`config.mk`:
```
export PLATFORM = sky130hd
export DESIGN_NAME = mlie_core
export DESIGN_NICKNAME = d
export VERILOG_FILES = /design/src/mlie_pkg.sv /design/src/mlie_core.sv
export SDC_FILE = /design/constraint.sdc
export NUM_CORES = 1
export LEC_CHECK = 0
export BUFFER_PORTS_ARGS = -buffer_cell sky130_fd_sc_hd__buf_4
export CORE_MARGIN = 3
export CORE_UTILIZATION = 30
export DETAILED_ROUTE_END_ITERATION = 8
export HOLD_SLACK_MARGIN = 0.02
export PLACE_DENSITY = 0.54
export SYNTH_ARGS = -nofsm -noshare
export SYNTH_HDL_FRONTEND = slang
export SYNTH_SLANG_ARGS = --single-unit
```
`constraint.sdc`:
```
create_clock -name clock_i -period 7.1 [get_ports clock_i]
set_clock_uncertainty 0.2 [all_clocks]
set_input_delay 0.355 -clock clock_i [delete_from_list [all_inputs] [get_ports clock_i]]
set_output_delay 0.355 -clock clock_i [all_outputs]
set_load 0.05 [all_outputs]
```
`src/mlie_pkg.sv`:
```
// constants, opcode decode and pointer arithmetic for the move/indirect execution core
// Overview of operation
// - bank-load copies its 5-bit literal into the bank select register; flags untouched.
// - page-latch load copies its 7-bit literal into the pc high latch; flags untouched.
// - accumulator literal load puts the 8-bit literal into the accumulator; no flags.
// - store-to-file writes the accumulator to the 7-bit addressed file register; no flags.
// - timer configuration load copies the accumulator into timer configuration; no flags.
// - pointer mode field: 00 pre-inc, 01 pre-dec, 10 post-inc, 11 post-dec.
// - target is pointer+1 (pre-inc), pointer-1 (pre-dec), the pointer itself (post modes), or pointer plus signed offset -32..31.
// - afterwards the pointer is +1 for increments, -1 for decrements, else unchanged.
// - indirect port access goes to the location the matching pointer addresses.
// - each 16-bit pointer wraps modulo 0000h..FFFFh.
// - pointer updates of an indirect store leave all status flags unmodified.
// - software reset resets the core and clears the active-low reset-instruction flag.
// - indirect load uses same modes, moves location into accumulator, updates zero flag.
package mlie_pkg;

  typedef enum {
    MLIE_OP_NOP,
    MLIE_OP_LDBANK,
    MLIE_OP_LDPAGE,
    MLIE_OP_LDACC,
    MLIE_OP_STFILE,
    MLIE_OP_TCFG,
    MLIE_OP_STIND,
    MLIE_OP_LDIND,
    MLIE_OP_STIND_K,
    MLIE_OP_LDIND_K,
    MLIE_OP_SWRST,
    MLIE_OP_OTHER
  } mlie_op_t;

  // ----------------------------------------------------------------
  // opcode patterns (14-bit instruction word)
  // ----------------------------------------------------------------
  localparam logic [13:0] OPC_NOP = 14'h0000;
  localparam logic [13:0] OPC_SWRST = 14'h0001;
  localparam logic [13:0] OPC_TCFG = 14'h0062;
  localparam logic [13:0] MSK_LDBANK = 14'h3FE0;
  localparam logic [13:0] OPC_LDBANK = 14'h0020;
  localparam logic [13:0] MSK_LDPAGE = 14'h3F80;
  localparam logic [13:0] OPC_LDPAGE = 14'h3180;
  localparam logic [13:0] MSK_LDACC = 14'h3F00;
  localparam logic [13:0] OPC_LDACC = 14'h3000;
  localparam logic [13:0] MSK_STFILE = 14'h3F80;
  localparam logic [13:0] OPC_STFILE = 14'h0080;
  localparam logic [13:0] MSK_IND = 14'h3FF8;
  localparam logic [13:0] OPC_STIND = 14'h0018;
  localparam logic [13:0] OPC_LDIND = 14'h0010;
  localparam logic [13:0] MSK_IND_K = 14'h3F80;
  localparam logic [13:0] OPC_STIND_K = 14'h3F80;
  localparam logic [13:0] OPC_LDIND_K = 14'h3F00;

  // ----------------------------------------------------------------
  // field positions
  // ----------------------------------------------------------------
  localparam int FLD_SEL_SHORT = 2;
  localparam int FLD_SEL_K = 6;

  // ----------------------------------------------------------------
  // pointer modes
  // ----------------------------------------------------------------
  localparam logic [1:0] MODE_PRE_INC = 2'h0;
  localparam logic [1:0] MODE_PRE_DEC = 2'h1;
  localparam logic [1:0] MODE_POST_INC = 2'h2;
  localparam logic [1:0] MODE_POST_DEC = 2'h3;

  // ----------------------------------------------------------------
  // core file addresses inside the 7-bit direct field
  // ----------------------------------------------------------------
  localparam logic [6:0] ADR_PORT0 = 7'h00;
  localparam logic [6:0] ADR_PORT1 = 7'h01;
  localparam logic [6:0] ADR_PTR0_LO = 7'h04;
  localparam logic [6:0] ADR_PTR0_HI = 7'h05;
  localparam logic [6:0] ADR_PTR1_LO = 7'h06;
  localparam logic [6:0] ADR_PTR1_HI = 7'h07;

  // ----------------------------------------------------------------
  // reset values
  // ----------------------------------------------------------------
  localparam logic [7:0] RST_ACC = 8'h00;
  localparam logic [4:0] RST_BANK = 5'h00;
  localparam logic [6:0] RST_PAGE = 7'h00;
  localparam logic [7:0] RST_TCFG = 8'hFF;
  localparam logic [15:0] RST_PTR = 16'h0000;

  function automatic mlie_op_t mlie_decode(input logic [13:0] ins);
    mlie_op_t op;
    op = MLIE_OP_OTHER;
    if (ins == OPC_NOP) op = MLIE_OP_NOP;
    else if (ins == OPC_SWRST) op = MLIE_OP_SWRST;
    else if (ins == OPC_TCFG) op = MLIE_OP_TCFG;
    else if ((ins & MSK_LDBANK) == OPC_LDBANK) op = MLIE_OP_LDBANK;
    else if ((ins & MSK_LDPAGE) == OPC_LDPAGE) op = MLIE_OP_LDPAGE;
    else if ((ins & MSK_LDACC) == OPC_LDACC) op = MLIE_OP_LDACC;
    else if ((ins & MSK_STFILE) == OPC_STFILE) op = MLIE_OP_STFILE;
    else if ((ins & MSK_IND) == OPC_STIND) op = MLIE_OP_STIND;
    else if ((ins & MSK_IND) == OPC_LDIND) op = MLIE_OP_LDIND;
    else if ((ins & MSK_IND_K) == OPC_STIND_K) op = MLIE_OP_STIND_K;
    else if ((ins & MSK_IND_K) == OPC_LDIND_K) op = MLIE_OP_LDIND_K;
    return op;
  endfunction

  // 6-bit signed offset extended to pointer width
  function automatic logic [15:0] mlie_sext6(input logic [5:0] k);
    return {{10{k[5]}}, k};
  endfunction

endpackage

// ------------------------------------------------------------------
// pointer address unit
// ------------------------------------------------------------------
`timescale 1ns/1ps
module mlie_ptr_unit (
  input wire logic [15:0] ptr_i,
  input wire logic [1:0] mode_i,
  input wire logic offset_form_i,
  input wire logic [5:0] offset_i,
  output logic [15:0] eff_addr_o,
  output logic [15:0] nxt_ptr_o
);
  always_comb begin
    case (mode_i)
      mlie_pkg::MODE_PRE_INC: begin
        eff_addr_o = ptr_i + 16'h0001;
        nxt_ptr_o = ptr_i + 16'h0001;
      end
      mlie_pkg::MODE_PRE_DEC: begin
        eff_addr_o = ptr_i - 16'h0001;
        nxt_ptr_o = ptr_i - 16'h0001;
      end
      mlie_pkg::MODE_POST_INC: begin
        eff_addr_o = ptr_i;
        nxt_ptr_o = ptr_i + 16'h0001;
      end
      default: begin
        eff_addr_o = ptr_i;
        nxt_ptr_o = ptr_i - 16'h0001;
      end
    endcase
    if (offset_form_i) begin
      eff_addr_o = ptr_i + mlie_pkg::mlie_sext6(offset_i);
      nxt_ptr_o = ptr_i;
    end
  end
endmodule

```
`src/mlie_core.sv`:
```
// execution core for literal moves, accumulator stores and indirect pointer accesses
`timescale 1ns/1ps
module mlie_core (
  input wire logic clock_i,
  input wire logic rst_n_i,
  input wire logic instr_valid_i,
  input wire logic [13:0] instr_i,
  output logic instr_ready_o,
  input wire logic [7:0] mem_rdata_i,
  output logic [15:0] mem_addr_o,
  output logic [7:0] mem_wdata_o,
  output logic mem_we_o,
  output logic mem_re_o,
  output logic [7:0] acc_o,
  output logic [4:0] bank_select_reg_o,
  output logic [6:0] pc_high_latch_o,
  output logic [7:0] timer_cfg_o,
  output logic [15:0] file_select_pointer0_o,
  output logic [15:0] file_select_pointer1_o,
  output logic zero_flag_o,
  output logic reset_instr_flag_n_o,
  output logic soft_reset_o,
  output logic pc_advance_o
);

  typedef enum {ST_EXEC, ST_LOAD_WAIT} mlie_state_t;

  mlie_state_t state_ff;
  mlie_pkg::mlie_op_t op;
  logic exec;
  logic [7:0] acc_ff;
  logic [4:0] bank_ff;
  logic [6:0] page_ff;
  logic [7:0] tcfg_ff;
  logic [15:0] ptr0_ff;
  logic [15:0] ptr1_ff;
  logic zero_ff;
  logic rst_flag_n_ff;
  logic soft_rst_ff;
  logic adv_ff;
  logic [15:0] mem_addr_ff;
  logic [7:0] mem_wdata_ff;
  logic mem_we_ff;
  logic mem_re_ff;
  logic ind_op;
  logic k_form;
  logic ptr_sel;
  logic [15:0] sel_ptr;
  logic [15:0] eff_addr;
  logic [15:0] nxt_ptr;
  logic [6:0] file_adr;
  logic [15:0] direct_addr;

  // ------------------------------------------------------------------
  // decode
  // ------------------------------------------------------------------
  assign op = mlie_pkg::mlie_decode(instr_i);
  assign instr_ready_o = (state_ff == ST_EXEC);
  assign exec = instr_valid_i && instr_ready_o;
  assign ind_op = (op == mlie_pkg::MLIE_OP_STIND) || (op == mlie_pkg::MLIE_OP_LDIND) ||
                  (op == mlie_pkg::MLIE_OP_STIND_K) || (op == mlie_pkg::MLIE_OP_LDIND_K);
  assign k_form = (op == mlie_pkg::MLIE_OP_STIND_K) || (op == mlie_pkg::MLIE_OP_LDIND_K);
  assign file_adr = instr_i[6:0];

  assign ptr_sel = k_form ? instr_i[mlie_pkg::FLD_SEL_K] : instr_i[mlie_pkg::FLD_SEL_SHORT];
  assign sel_ptr = ptr_sel ? ptr1_ff : ptr0_ff;
  assign direct_addr = {4'h0, bank_ff, file_adr};

  mlie_ptr_unit u_ptr (
    .ptr_i(sel_ptr),
    .mode_i(instr_i[1:0]),
    .offset_form_i(k_form),
    .offset_i(instr_i[5:0]),
    .eff_addr_o(eff_addr),
    .nxt_ptr_o(nxt_ptr)
  );

  // ------------------------------------------------------------------
  // sequencing
  // ------------------------------------------------------------------
  always_ff @(posedge clock_i or negedge rst_n_i) begin
    if (!rst_n_i) begin
      state_ff <= ST_EXEC;
    end else begin
      case (state_ff)
        ST_EXEC: begin
          if (exec && ((op == mlie_pkg::MLIE_OP_LDIND) ||
                       (op == mlie_pkg::MLIE_OP_LDIND_K))) begin
            state_ff <= ST_LOAD_WAIT;
          end
        end
        ST_LOAD_WAIT: begin
          state_ff <= ST_EXEC;
        end
        default: begin
          state_ff <= ST_EXEC;
        end
      endcase
    end
  end

  always_ff @(posedge clock_i or negedge rst_n_i) begin
    if (!rst_n_i) begin
      adv_ff <= 1'b0;
    end else begin
      adv_ff <= exec && (op != mlie_pkg::MLIE_OP_SWRST);
    end
  end

  // soft reset pulse and cause flag
  always_ff @(posedge clock_i or negedge rst_n_i) begin
    if (!rst_n_i) begin
      soft_rst_ff <= 1'b0;
      rst_flag_n_ff <= 1'b1;
    end else begin
      soft_rst_ff <= exec && (op == mlie_pkg::MLIE_OP_SWRST);
      if (exec && (op == mlie_pkg::MLIE_OP_SWRST)) begin
        rst_flag_n_ff <= 1'b0;
      end
    end
  end

  // ------------------------------------------------------------------
  // literal and configuration registers
  // ------------------------------------------------------------------
  always_ff @(posedge clock_i or negedge rst_n_i) begin
    if (!rst_n_i) begin
      bank_ff <= mlie_pkg::RST_BANK;
      page_ff <= mlie_pkg::RST_PAGE;
      tcfg_ff <= mlie_pkg::RST_TCFG;
    end else if (exec && (op == mlie_pkg::MLIE_OP_SWRST)) begin
      bank_ff <= mlie_pkg::RST_BANK;
      page_ff <= mlie_pkg::RST_PAGE;
      tcfg_ff <= mlie_pkg::RST_TCFG;
    end else if (exec) begin
      if (op == mlie_pkg::MLIE_OP_LDBANK) bank_ff <= instr_i[4:0];
      if (op == mlie_pkg::MLIE_OP_LDPAGE) page_ff <= instr_i[6:0];
      if (op == mlie_pkg::MLIE_OP_TCFG) tcfg_ff <= acc_ff;
    end
  end

  // accumulator and zero flag
  // zero only from indirect loads; soft reset clears it
  always_ff @(posedge clock_i or negedge rst_n_i) begin
    if (!rst_n_i) begin
      acc_ff <= mlie_pkg::RST_ACC;
      zero_ff <= 1'b0;
    end else if (exec && (op == mlie_pkg::MLIE_OP_SWRST)) begin
      acc_ff <= mlie_pkg::RST_ACC;
      zero_ff <= 1'b0;
    end else if (state_ff == ST_LOAD_WAIT) begin
      acc_ff <= mem_rdata_i;
      zero_ff <= (mem_rdata_i == 8'h00);
    end else if (exec && (op == mlie_pkg::MLIE_OP_LDACC)) begin
      acc_ff <= instr_i[7:0];
    end
  end

  // ------------------------------------------------------------------
  // pointers
  // ------------------------------------------------------------------
  always_ff @(posedge clock_i or negedge rst_n_i) begin
    if (!rst_n_i) begin
      ptr0_ff <= mlie_pkg::RST_PTR;
      ptr1_ff <= mlie_pkg::RST_PTR;
    end else if (exec && (op == mlie_pkg::MLIE_OP_SWRST)) begin
      ptr0_ff <= mlie_pkg::RST_PTR;
      ptr1_ff <= mlie_pkg::RST_PTR;
    end else if (exec && ind_op) begin
      if (ptr_sel) ptr1_ff <= nxt_ptr;
      else ptr0_ff <= nxt_ptr;
    end else if (exec && (op == mlie_pkg::MLIE_OP_STFILE)) begin
      // pointer bytes are core file registers
      case (file_adr)
        mlie_pkg::ADR_PTR0_LO: ptr0_ff[7:0] <= acc_ff;
        mlie_pkg::ADR_PTR0_HI: ptr0_ff[15:8] <= acc_ff;
        mlie_pkg::ADR_PTR1_LO: ptr1_ff[7:0] <= acc_ff;
        mlie_pkg::ADR_PTR1_HI: ptr1_ff[15:8] <= acc_ff;
        default: begin
        end
      endcase
    end
  end

  // ------------------------------------------------------------------
  // memory port
  // ------------------------------------------------------------------
  always_ff @(posedge clock_i or negedge rst_n_i) begin
    if (!rst_n_i) begin
      mem_addr_ff <= 16'h0000;
      mem_wdata_ff <= 8'h00;
      mem_we_ff <= 1'b0;
      mem_re_ff <= 1'b0;
    end else begin
      mem_we_ff <= 1'b0;
      mem_re_ff <= 1'b0;
      if (exec) begin
        mem_wdata_ff <= acc_ff;
        case (op)
          mlie_pkg::MLIE_OP_STIND, mlie_pkg::MLIE_OP_STIND_K: begin
            mem_addr_ff <= eff_addr;
            mem_we_ff <= 1'b1;
          end
          mlie_pkg::MLIE_OP_LDIND, mlie_pkg::MLIE_OP_LDIND_K: begin
            mem_addr_ff <= eff_addr;
            mem_re_ff <= 1'b1;
          end
          mlie_pkg::MLIE_OP_STFILE: begin
            // port addresses go through the pointers
            if (file_adr == mlie_pkg::ADR_PORT0) begin
              mem_addr_ff <= ptr0_ff;
              mem_we_ff <= 1'b1;
            end else if (file_adr == mlie_pkg::ADR_PORT1) begin
              mem_addr_ff <= ptr1_ff;
              mem_we_ff <= 1'b1;
            end else if (file_adr > mlie_pkg::ADR_PTR1_HI) begin
              mem_addr_ff <= direct_addr;
              mem_we_ff <= 1'b1;
            end
          end
          default: begin
          end
        endcase
      end
    end
  end

  assign mem_addr_o = mem_addr_ff;
  assign mem_wdata_o = mem_wdata_ff;
  assign mem_we_o = mem_we_ff;
  assign mem_re_o = mem_re_ff;
  assign acc_o = acc_ff;
  assign bank_select_reg_o = bank_ff;
  assign pc_high_latch_o = page_ff;
  assign timer_cfg_o = tcfg_ff;
  assign file_select_pointer0_o = ptr0_ff;
  assign file_select_pointer1_o = ptr1_ff;
  assign zero_flag_o = zero_ff;
  assign reset_instr_flag_n_o = rst_flag_n_ff;
  assign soft_reset_o = soft_rst_ff;
  assign pc_advance_o = adv_ff;
endmodule

```
Word level (Yosys, flattened, before mapping)
Index checks and enable logic that the tools add are counted.

storage, ports and cells
  memory bits (read-only) = 0
  flip-flop bits (word level) = 122
  bits in writable memories = 0
  logic and storage cells = 157
  memories = 0
  bits of input ports = 25
  output and inout port bits = 91
  bits in latches = 0

cells by class
  bitwise operators = 0
  divide/modulo/power cells = 0
  $lt $le $gt $ge = 1
  reductions and logical operators = 42
  multipliers = 0
  equal/unequal tests = 38
  add/subtract/negate cells = 3
  muxes and demuxes = 56
  shift-type cells = 0

operators with widths
  operator                 count
  $mux W16                 15
  $mux W32                 7
  $eq A32 B4 Y1 const B    6
  $eq A32 B3 Y1 const B    5
  $eq A32 B5 Y1 const B    3
  $mux W8                  10
  $eq A32 B2 Y1 const B    2
  $logic_not A32 Y1        2
  $pmux W16 S2             2
  $ne A32 B5 Y1 const B    1
  $eq A7 B3 Y1 const B     4
  $eq A11 B2 Y1 const B    2
  $eq A7 B7 Y1 const B     3
  $mux W7                  3
  $reduce_bool A3 Y1       6
  $add A16 B1 Y16 const B  1
  $add A16 B16 Y16         1
  $mux W4                  4
  $sub A16 B1 Y16 const B  1
  $mux W5                  3
  $reduce_and A3 Y1        5
  $eq A14 B1 Y1 const B    1
  $eq A14 B7 Y1 const B    1
  $eq A7 B1 Y1 const B     2
  21 further kinds         50

Longest topological paths before layout
  depth after elaboration = 22
  mapped depth = 20
  mapped depth without buffers = 17

Cells and area by module
From an unflattened synthesis, not the netlist that was laid out.

unflattened totals
  cells, all modules = 791
  area total of the unflattened synthesis = 6,676.4 µm²

modules (own cells, without submodules)
  module         cells an instance  seq. area each (µm²)  area each (µm²)  times used
  mlie_core      514                2,288.4               4,888.4          1
  mlie_ptr_unit  277                0.0                   1,788.0          1

Worst setup path before layout
Ideal clock, no wire load.

  kind = input to register
  from = input port instr_i[11]
  to = register mem_addr_ff[15] (netlist: mem_addr_o[15])
  path buffers = 3
  data required time = 6,796 ps
  setup time = 104 ps
  slack = 2,626 ps
  data arrival time = 4,170 ps
  cell stages on the path = 18
  cells stage by stage = and3_1 -> buf_4 -> and3_1 -> clkbuf_1 -> nor2_2 -> buf_6 -> mux2i_1 -> inv_1 -> ha_1 -> a211o_1 -> a211oi_1 -> o311ai_0 -> a21o_1 -> a21o_1 -> a221o_1 -> o31a_1 -> xnor2_1 -> a221oi_1

between the ends
  word-level cells in the longest chain between the ends = 20
  elaborated cells between the ends (all ways) = 42
  classes of those cells = add/sub: 3; eq/ne: 18; mux: 16; reduce/logical: 5

RTL lines
  element                                             RTL line                          RTL
  from (decl)                                         mlie_core.sv:7                    input wire logic [13:0] instr_i,
  $eq A7 B7 Y1                                        mlie_pkg.sv:100                   else if ((ins & MSK_IND_K) == OPC_LDIND_K) op = MLIE_OP_LDIND_K;
  $mux W2                                             mlie_pkg.sv:100
  $mux W2                                             mlie_pkg.sv:99                    else if ((ins & MSK_IND_K) == OPC_STIND_K) op = MLIE_OP_STIND_K;
  $mux W4                                             mlie_pkg.sv:98                    else if ((ins & MSK_IND) == OPC_LDIND) op = MLIE_OP_LDIND;
  $mux W4                                             mlie_pkg.sv:97                    else if ((ins & MSK_IND) == OPC_STIND) op = MLIE_OP_STIND;
  $mux W4                                             mlie_pkg.sv:96                    else if ((ins & MSK_STFILE) == OPC_STFILE) op = MLIE_OP_STFILE;
  $mux W4                                             mlie_pkg.sv:95                    else if ((ins & MSK_LDACC) == OPC_LDACC) op = MLIE_OP_LDACC;
  $mux W32                                            mlie_pkg.sv:94                    else if ((ins & MSK_LDPAGE) == OPC_LDPAGE) op = MLIE_OP_LDPAGE;
  [4 not listed]                                      n/a
  $eq A32 B5 Y1                                       mlie_core.sv:62                   assign k_form = (op == mlie_pkg::MLIE_OP_STIND_K) || (op == mlie_pkg::MLIE_OP_LDIND_K);
  $logic_or A1 B1 Y1                                  mlie_core.sv:62
  $mux W1                                             mlie_core.sv:65                   assign ptr_sel = k_form ? instr_i[mlie_pkg::FLD_SEL_K] : instr_i[mlie_pkg::FLD_SEL_SHORT];
  $mux W16                                            mlie_core.sv:66                   assign sel_ptr = ptr_sel ? ptr1_ff : ptr0_ff;
  $sub A16 B1 Y16 or $add A16 B1 Y16 (tied branches)  mlie_pkg.sv:130, mlie_pkg.sv:126
  $pmux W16 S2                                        mlie_pkg.sv:124                   case (mode_i)
  $mux W16                                            mlie_pkg.sv:142                   if (offset_form_i) begin
  $pmux W16 S2                                        mlie_core.sv:199                  case (op)
  to (signal assigned)                                mlie_core.sv:201                  mem_addr_ff <= eff_addr;
  to (signal assigned)                                mlie_core.sv:205                  mem_addr_ff <= eff_addr;
  to (signal assigned)                                mlie_core.sv:211                  mem_addr_ff <= ptr0_ff;
  to (decl)                                           mlie_core.sv:41                   logic [15:0] mem_addr_ff;

Mark *: on every way between the ends. The rest lies on a longest branch, timed or not.
A chain may end at the register's enable or synchronous reset.

Worst setup path in the final report
  from = input port instr_i[12]
  to = register mem_addr_ff[15] (netlist: mem_addr_o[15])

The elaborated chain is that of the path after synthesis.

==> results.yml <==
grt:
  grt.total_usage_pct: 21.1
  grt_overflow: 0
  met1_usage_pct: 30.0
  grt_pass1_vias: 6465
  grt_use_met3_pct: 4.73
  grt-busiest-layer: "met2"
  antenna_found_initial: 0
  grtUsageMet2_pct: 32.2
  grt_pass1_wl_mm: 39.6
  grt_max_degree: 64
logic_synthesis:
  ys_warn_count: 0
  synthesis.nets: 850
  ys.flop_type: "dfrtp_1"
  synth_edf_count: 0
  yosysTopAreaCell: "dfrtp_1"
  yosysMostFrequentCell: "nand2_1"
  synth_area_um2: 6810
  syn_inst: 807
  seq_area_frac_synth_pct: 33.6
  synth_area_per_cell_um2: 8.44
  yosysTopAreaCellShare_pct: 30.1
  async_flop_share_pct: 100
  synth_area_leaders: "dfrtp_1 30%, nand2_1 5.7%, mux2i_1 4.6%"
  synth_cell_types: 81
  netlist_top_cells_count: "103 x nand2_1, 82 x dfrtp_1, 59 x o21ai_0, 53 x a21oi_1, 47 x nor2_1"
  yosys_register_bits: 91
worst_setup_path:
  rrSetupSlack_ps: 2930
  r2r-start: "file_select_pointer1_o[2]$_DFFE_PN0P_"
  crit_required_ps: 7160
  timing.rr.end: "mem_addr_o[15]$_DFFE_PN0P_"
  arrival_ps: 5080
  critPathSlowestCell: "nor2_2"
  critPathMaxFanout: 13
  endpoint_kind: "flop"
  path_cells: "buf_4 -> and3_1 -> a21oi_1 -> nor2_2 -> mux2i_1 -> inv_1 -> ha_1 -> a211o_1 -> a211oi_1 -> o311ai_0 -> a21o_1 -> a21o_1 -> a221o_1 -> o31a_1 -> xnor2_1 -> a221oi_1"
  crit_top_cell: "a21o_1"
  slowest_delay_ps: 620
  reg2reg_depth: 14
  worstSetupPathType: "in2reg"
  critPathLaunchType: "input pin"
  critPathTopFamily: "compound AO/OA/AOI/OAI gates"
  path_buf_inv: 2
  crit_start: "instr_i[12]"
pwr:
  p_switching_mw: 1.16
  leakage_nw: 3.62
  power_mw: 2.41
  p_int_mw: 1.25
  p_comb_share_pct: 46.7
  switching_share_pct: 48.0
  seqPwrFrac_pct: 32.0
  clkPwrFrac_pct: 21.3
  p_per_area_nw_per_um2: 294
  ir_worst_vdd_mv: 0.177
run_status:
  status: "completed"
sta:
  finalCritPeriodShare_pct: 70.7
  fmax_mhz: 199
  final.setup.tns_ps: 0
  tightest_slew_ps: 1020
  maxSlewViolCount: 0
  relSlewSlack_pct: 32.0
  setup_viol: 0
  setup_slack_ps: 2080
  grt_setup_unrepaired: "no"
  hold_viol_final: 0
  fin_crit_ps: 5020
clock_network:
  cts.sinks: 91
  cts_buffers: 9
  clock_latency_ps: 360
  path_clk_slew_ps: 70
  htree_levels: 3
  cts-root-buf: "clkbuf_16"
  cts_tree: "yes"
  clock_path_buffers: 2
floorplanning:
  start_util_pct: 30.8
  core_um2: 22100
  rows: 54
  die_h_um: 157
  fp.dieArea_um2: 24500
  dieWidth_um: 157
  io_pins: 116
hold_path:
  worstHoldPathCells: 4
  hold_end: "zero_flag_o$_DFFE_PN0P_"
  hp-start: "mem_rdata_i[3]"
  min_path_type: "in2reg"
cells_and_area:
  final_nets: 937
  drive_gt1_share_pct: 21.8
  diodes: 0
  fillCellCount: 2289
  area_growth_pct: 20.2
  fin_util_pct: 37.0
placed_design:
  dp_slack_ps: 1730
  place_hpwl_mm: 19.0
  io_buffers: 115
  gp_congestion: 0.920
drt:
  drtAntennaViolNets: 0
  drt_iter0_drc: 679
  vias: 6711
  routed_wl_mm: 26.1
  vias_per_cell: 5.69
  dr.pass1.iters: 5
  wire_per_inst_um: 22.1
  drc: 0
job:
  drv_cap: 0
==> sequential cells by signal, summed over array words and instances, names as in the netlist <==
signal	cells
file_select_pointer0_o	16
file_select_pointer1_o	16
mem_addr_o	16
acc_o	8
mem_wdata_o	8
timer_cfg_o	8
pc_high_latch_o	7
bank_select_reg_o	5
mem_re_o	1
mem_we_o	1
pc_advance_o	1
reset_instr_flag_n_o	1
soft_reset_o	1
state_ff	1
zero_flag_o	1
==> timing repair <==
item / CTS / global route
hold buffers: 1 / 0
endpoints found under the hold margin: 28 / 0
buffers inserted: 0 / 0
resized for setup: 0 / 0
==> cell usage in the layout (no fill, tap or decap), drive strengths merged, types with 8 or more instances in the layout <==
master	netlist	layout
mux2i	31	31
dfstp	9	9
ha	17	17
o22ai	8	8
nand2	107	107
nor3	22	22
xor2	8	8
and3	9	9
a21oi	53	53
and2	8	8
xnor2	31	31
dfrtp	82	82
o211ai	10	10
nand3	28	28
a31oi	14	14
buf	21	124
nor4	8	8
inv	31	34
nand2b	16	16
clkbuf	28	9
o22a	8	8
mux2	22	22
o21ai	65	65
a211oi	15	15
nor2	50	50
==> power groups by stage <==
stage	registers (mW)	clock network [mW]	logic, mW
floorplan	1.09	0	0.426
global placement	0.780	0	1.12
detailed placement	0.777	0	1.12
CTS	0.769	0.524	1.13
global route	0.787	0.545	1.20
finish	0.771	0.513	1.12
==> how the worst max path moves through the flow <==
stage	end	slack, ps	cells past startpoint
detailed placement	mem_addr_o[15]$_DFFE_PN0P_	1730	16
global placement	mem_addr_o[15]$_DFFE_PN0P_	1900	16
finish	mem_addr_o[15]$_DFFE_PN0P_	2080	16
CTS	mem_addr_o[15]$_DFFE_PN0P_	2100	16
floorplan	mem_addr_o[15]$_DFFE_PN0P_	2630	18
global route	mem_addr_o[15]$_DFFE_PN0P_	1790	16
==> cell families (layout without fill, tap and decap cells) <==
kind of cell | after synthesis | after routing | share of synthesized area, %
AOI/OAI and AO/OA | 247 | 247 | 24.4
adders and majority gates | 18 | 18 | 3.42
DFF | 91 | 91 | 33.6
and+or+nand+nor | 278 | 278 | 20.0
muxes | 53 | 53 | 8.31
buffers and inverters | 81 | 173 | 5.24
xor gates and xnor gates | 39 | 39 | 5.02
==> through the flow <==
step / cells / hold WS (ps) / area [um^2]
final: 1179 / 74.0 / 8180
after global routing: 1179 / 102 / 8180
after CTS: 1179 / 68.2 / 8180
after detailed placement: 1162 / 120 / 7860
after global placement: 1162 / 118 / 7860
after floorplan: 807 / -141 / 6810
==> cell type report <==
cell class / instances / area [um^2] / share of cell area [%]
Sequential cell: 91 / 2290 / 28.0
Clock buffer: 9 / 225 / 2.75
Inverter: 32 / 120 / 1.47
Tap cell: 280 / 350 / 4.28
Clock inverter: 7 / 88.8 / 1.09
Timing Repair Buffer: 125 / 941 / 11.5
Multi-Input combinational cell: 635 / 4170 / 50.9
==> routing by layer <==
layer / part of all wire [%] / wire length [um]
met4: 2.6 / 678
met1: 46 / 11900
met5: 0 / 0
met3: 8.1 / 2120
met2: 44 / 11400
==> worst min-delay path: stages <==
cell and delay [ps]:
buf_4 90, nor4_1 40, nand3_1 70, a21oi_1 60
Note: power is estimated with default switching activity, not from simulation.
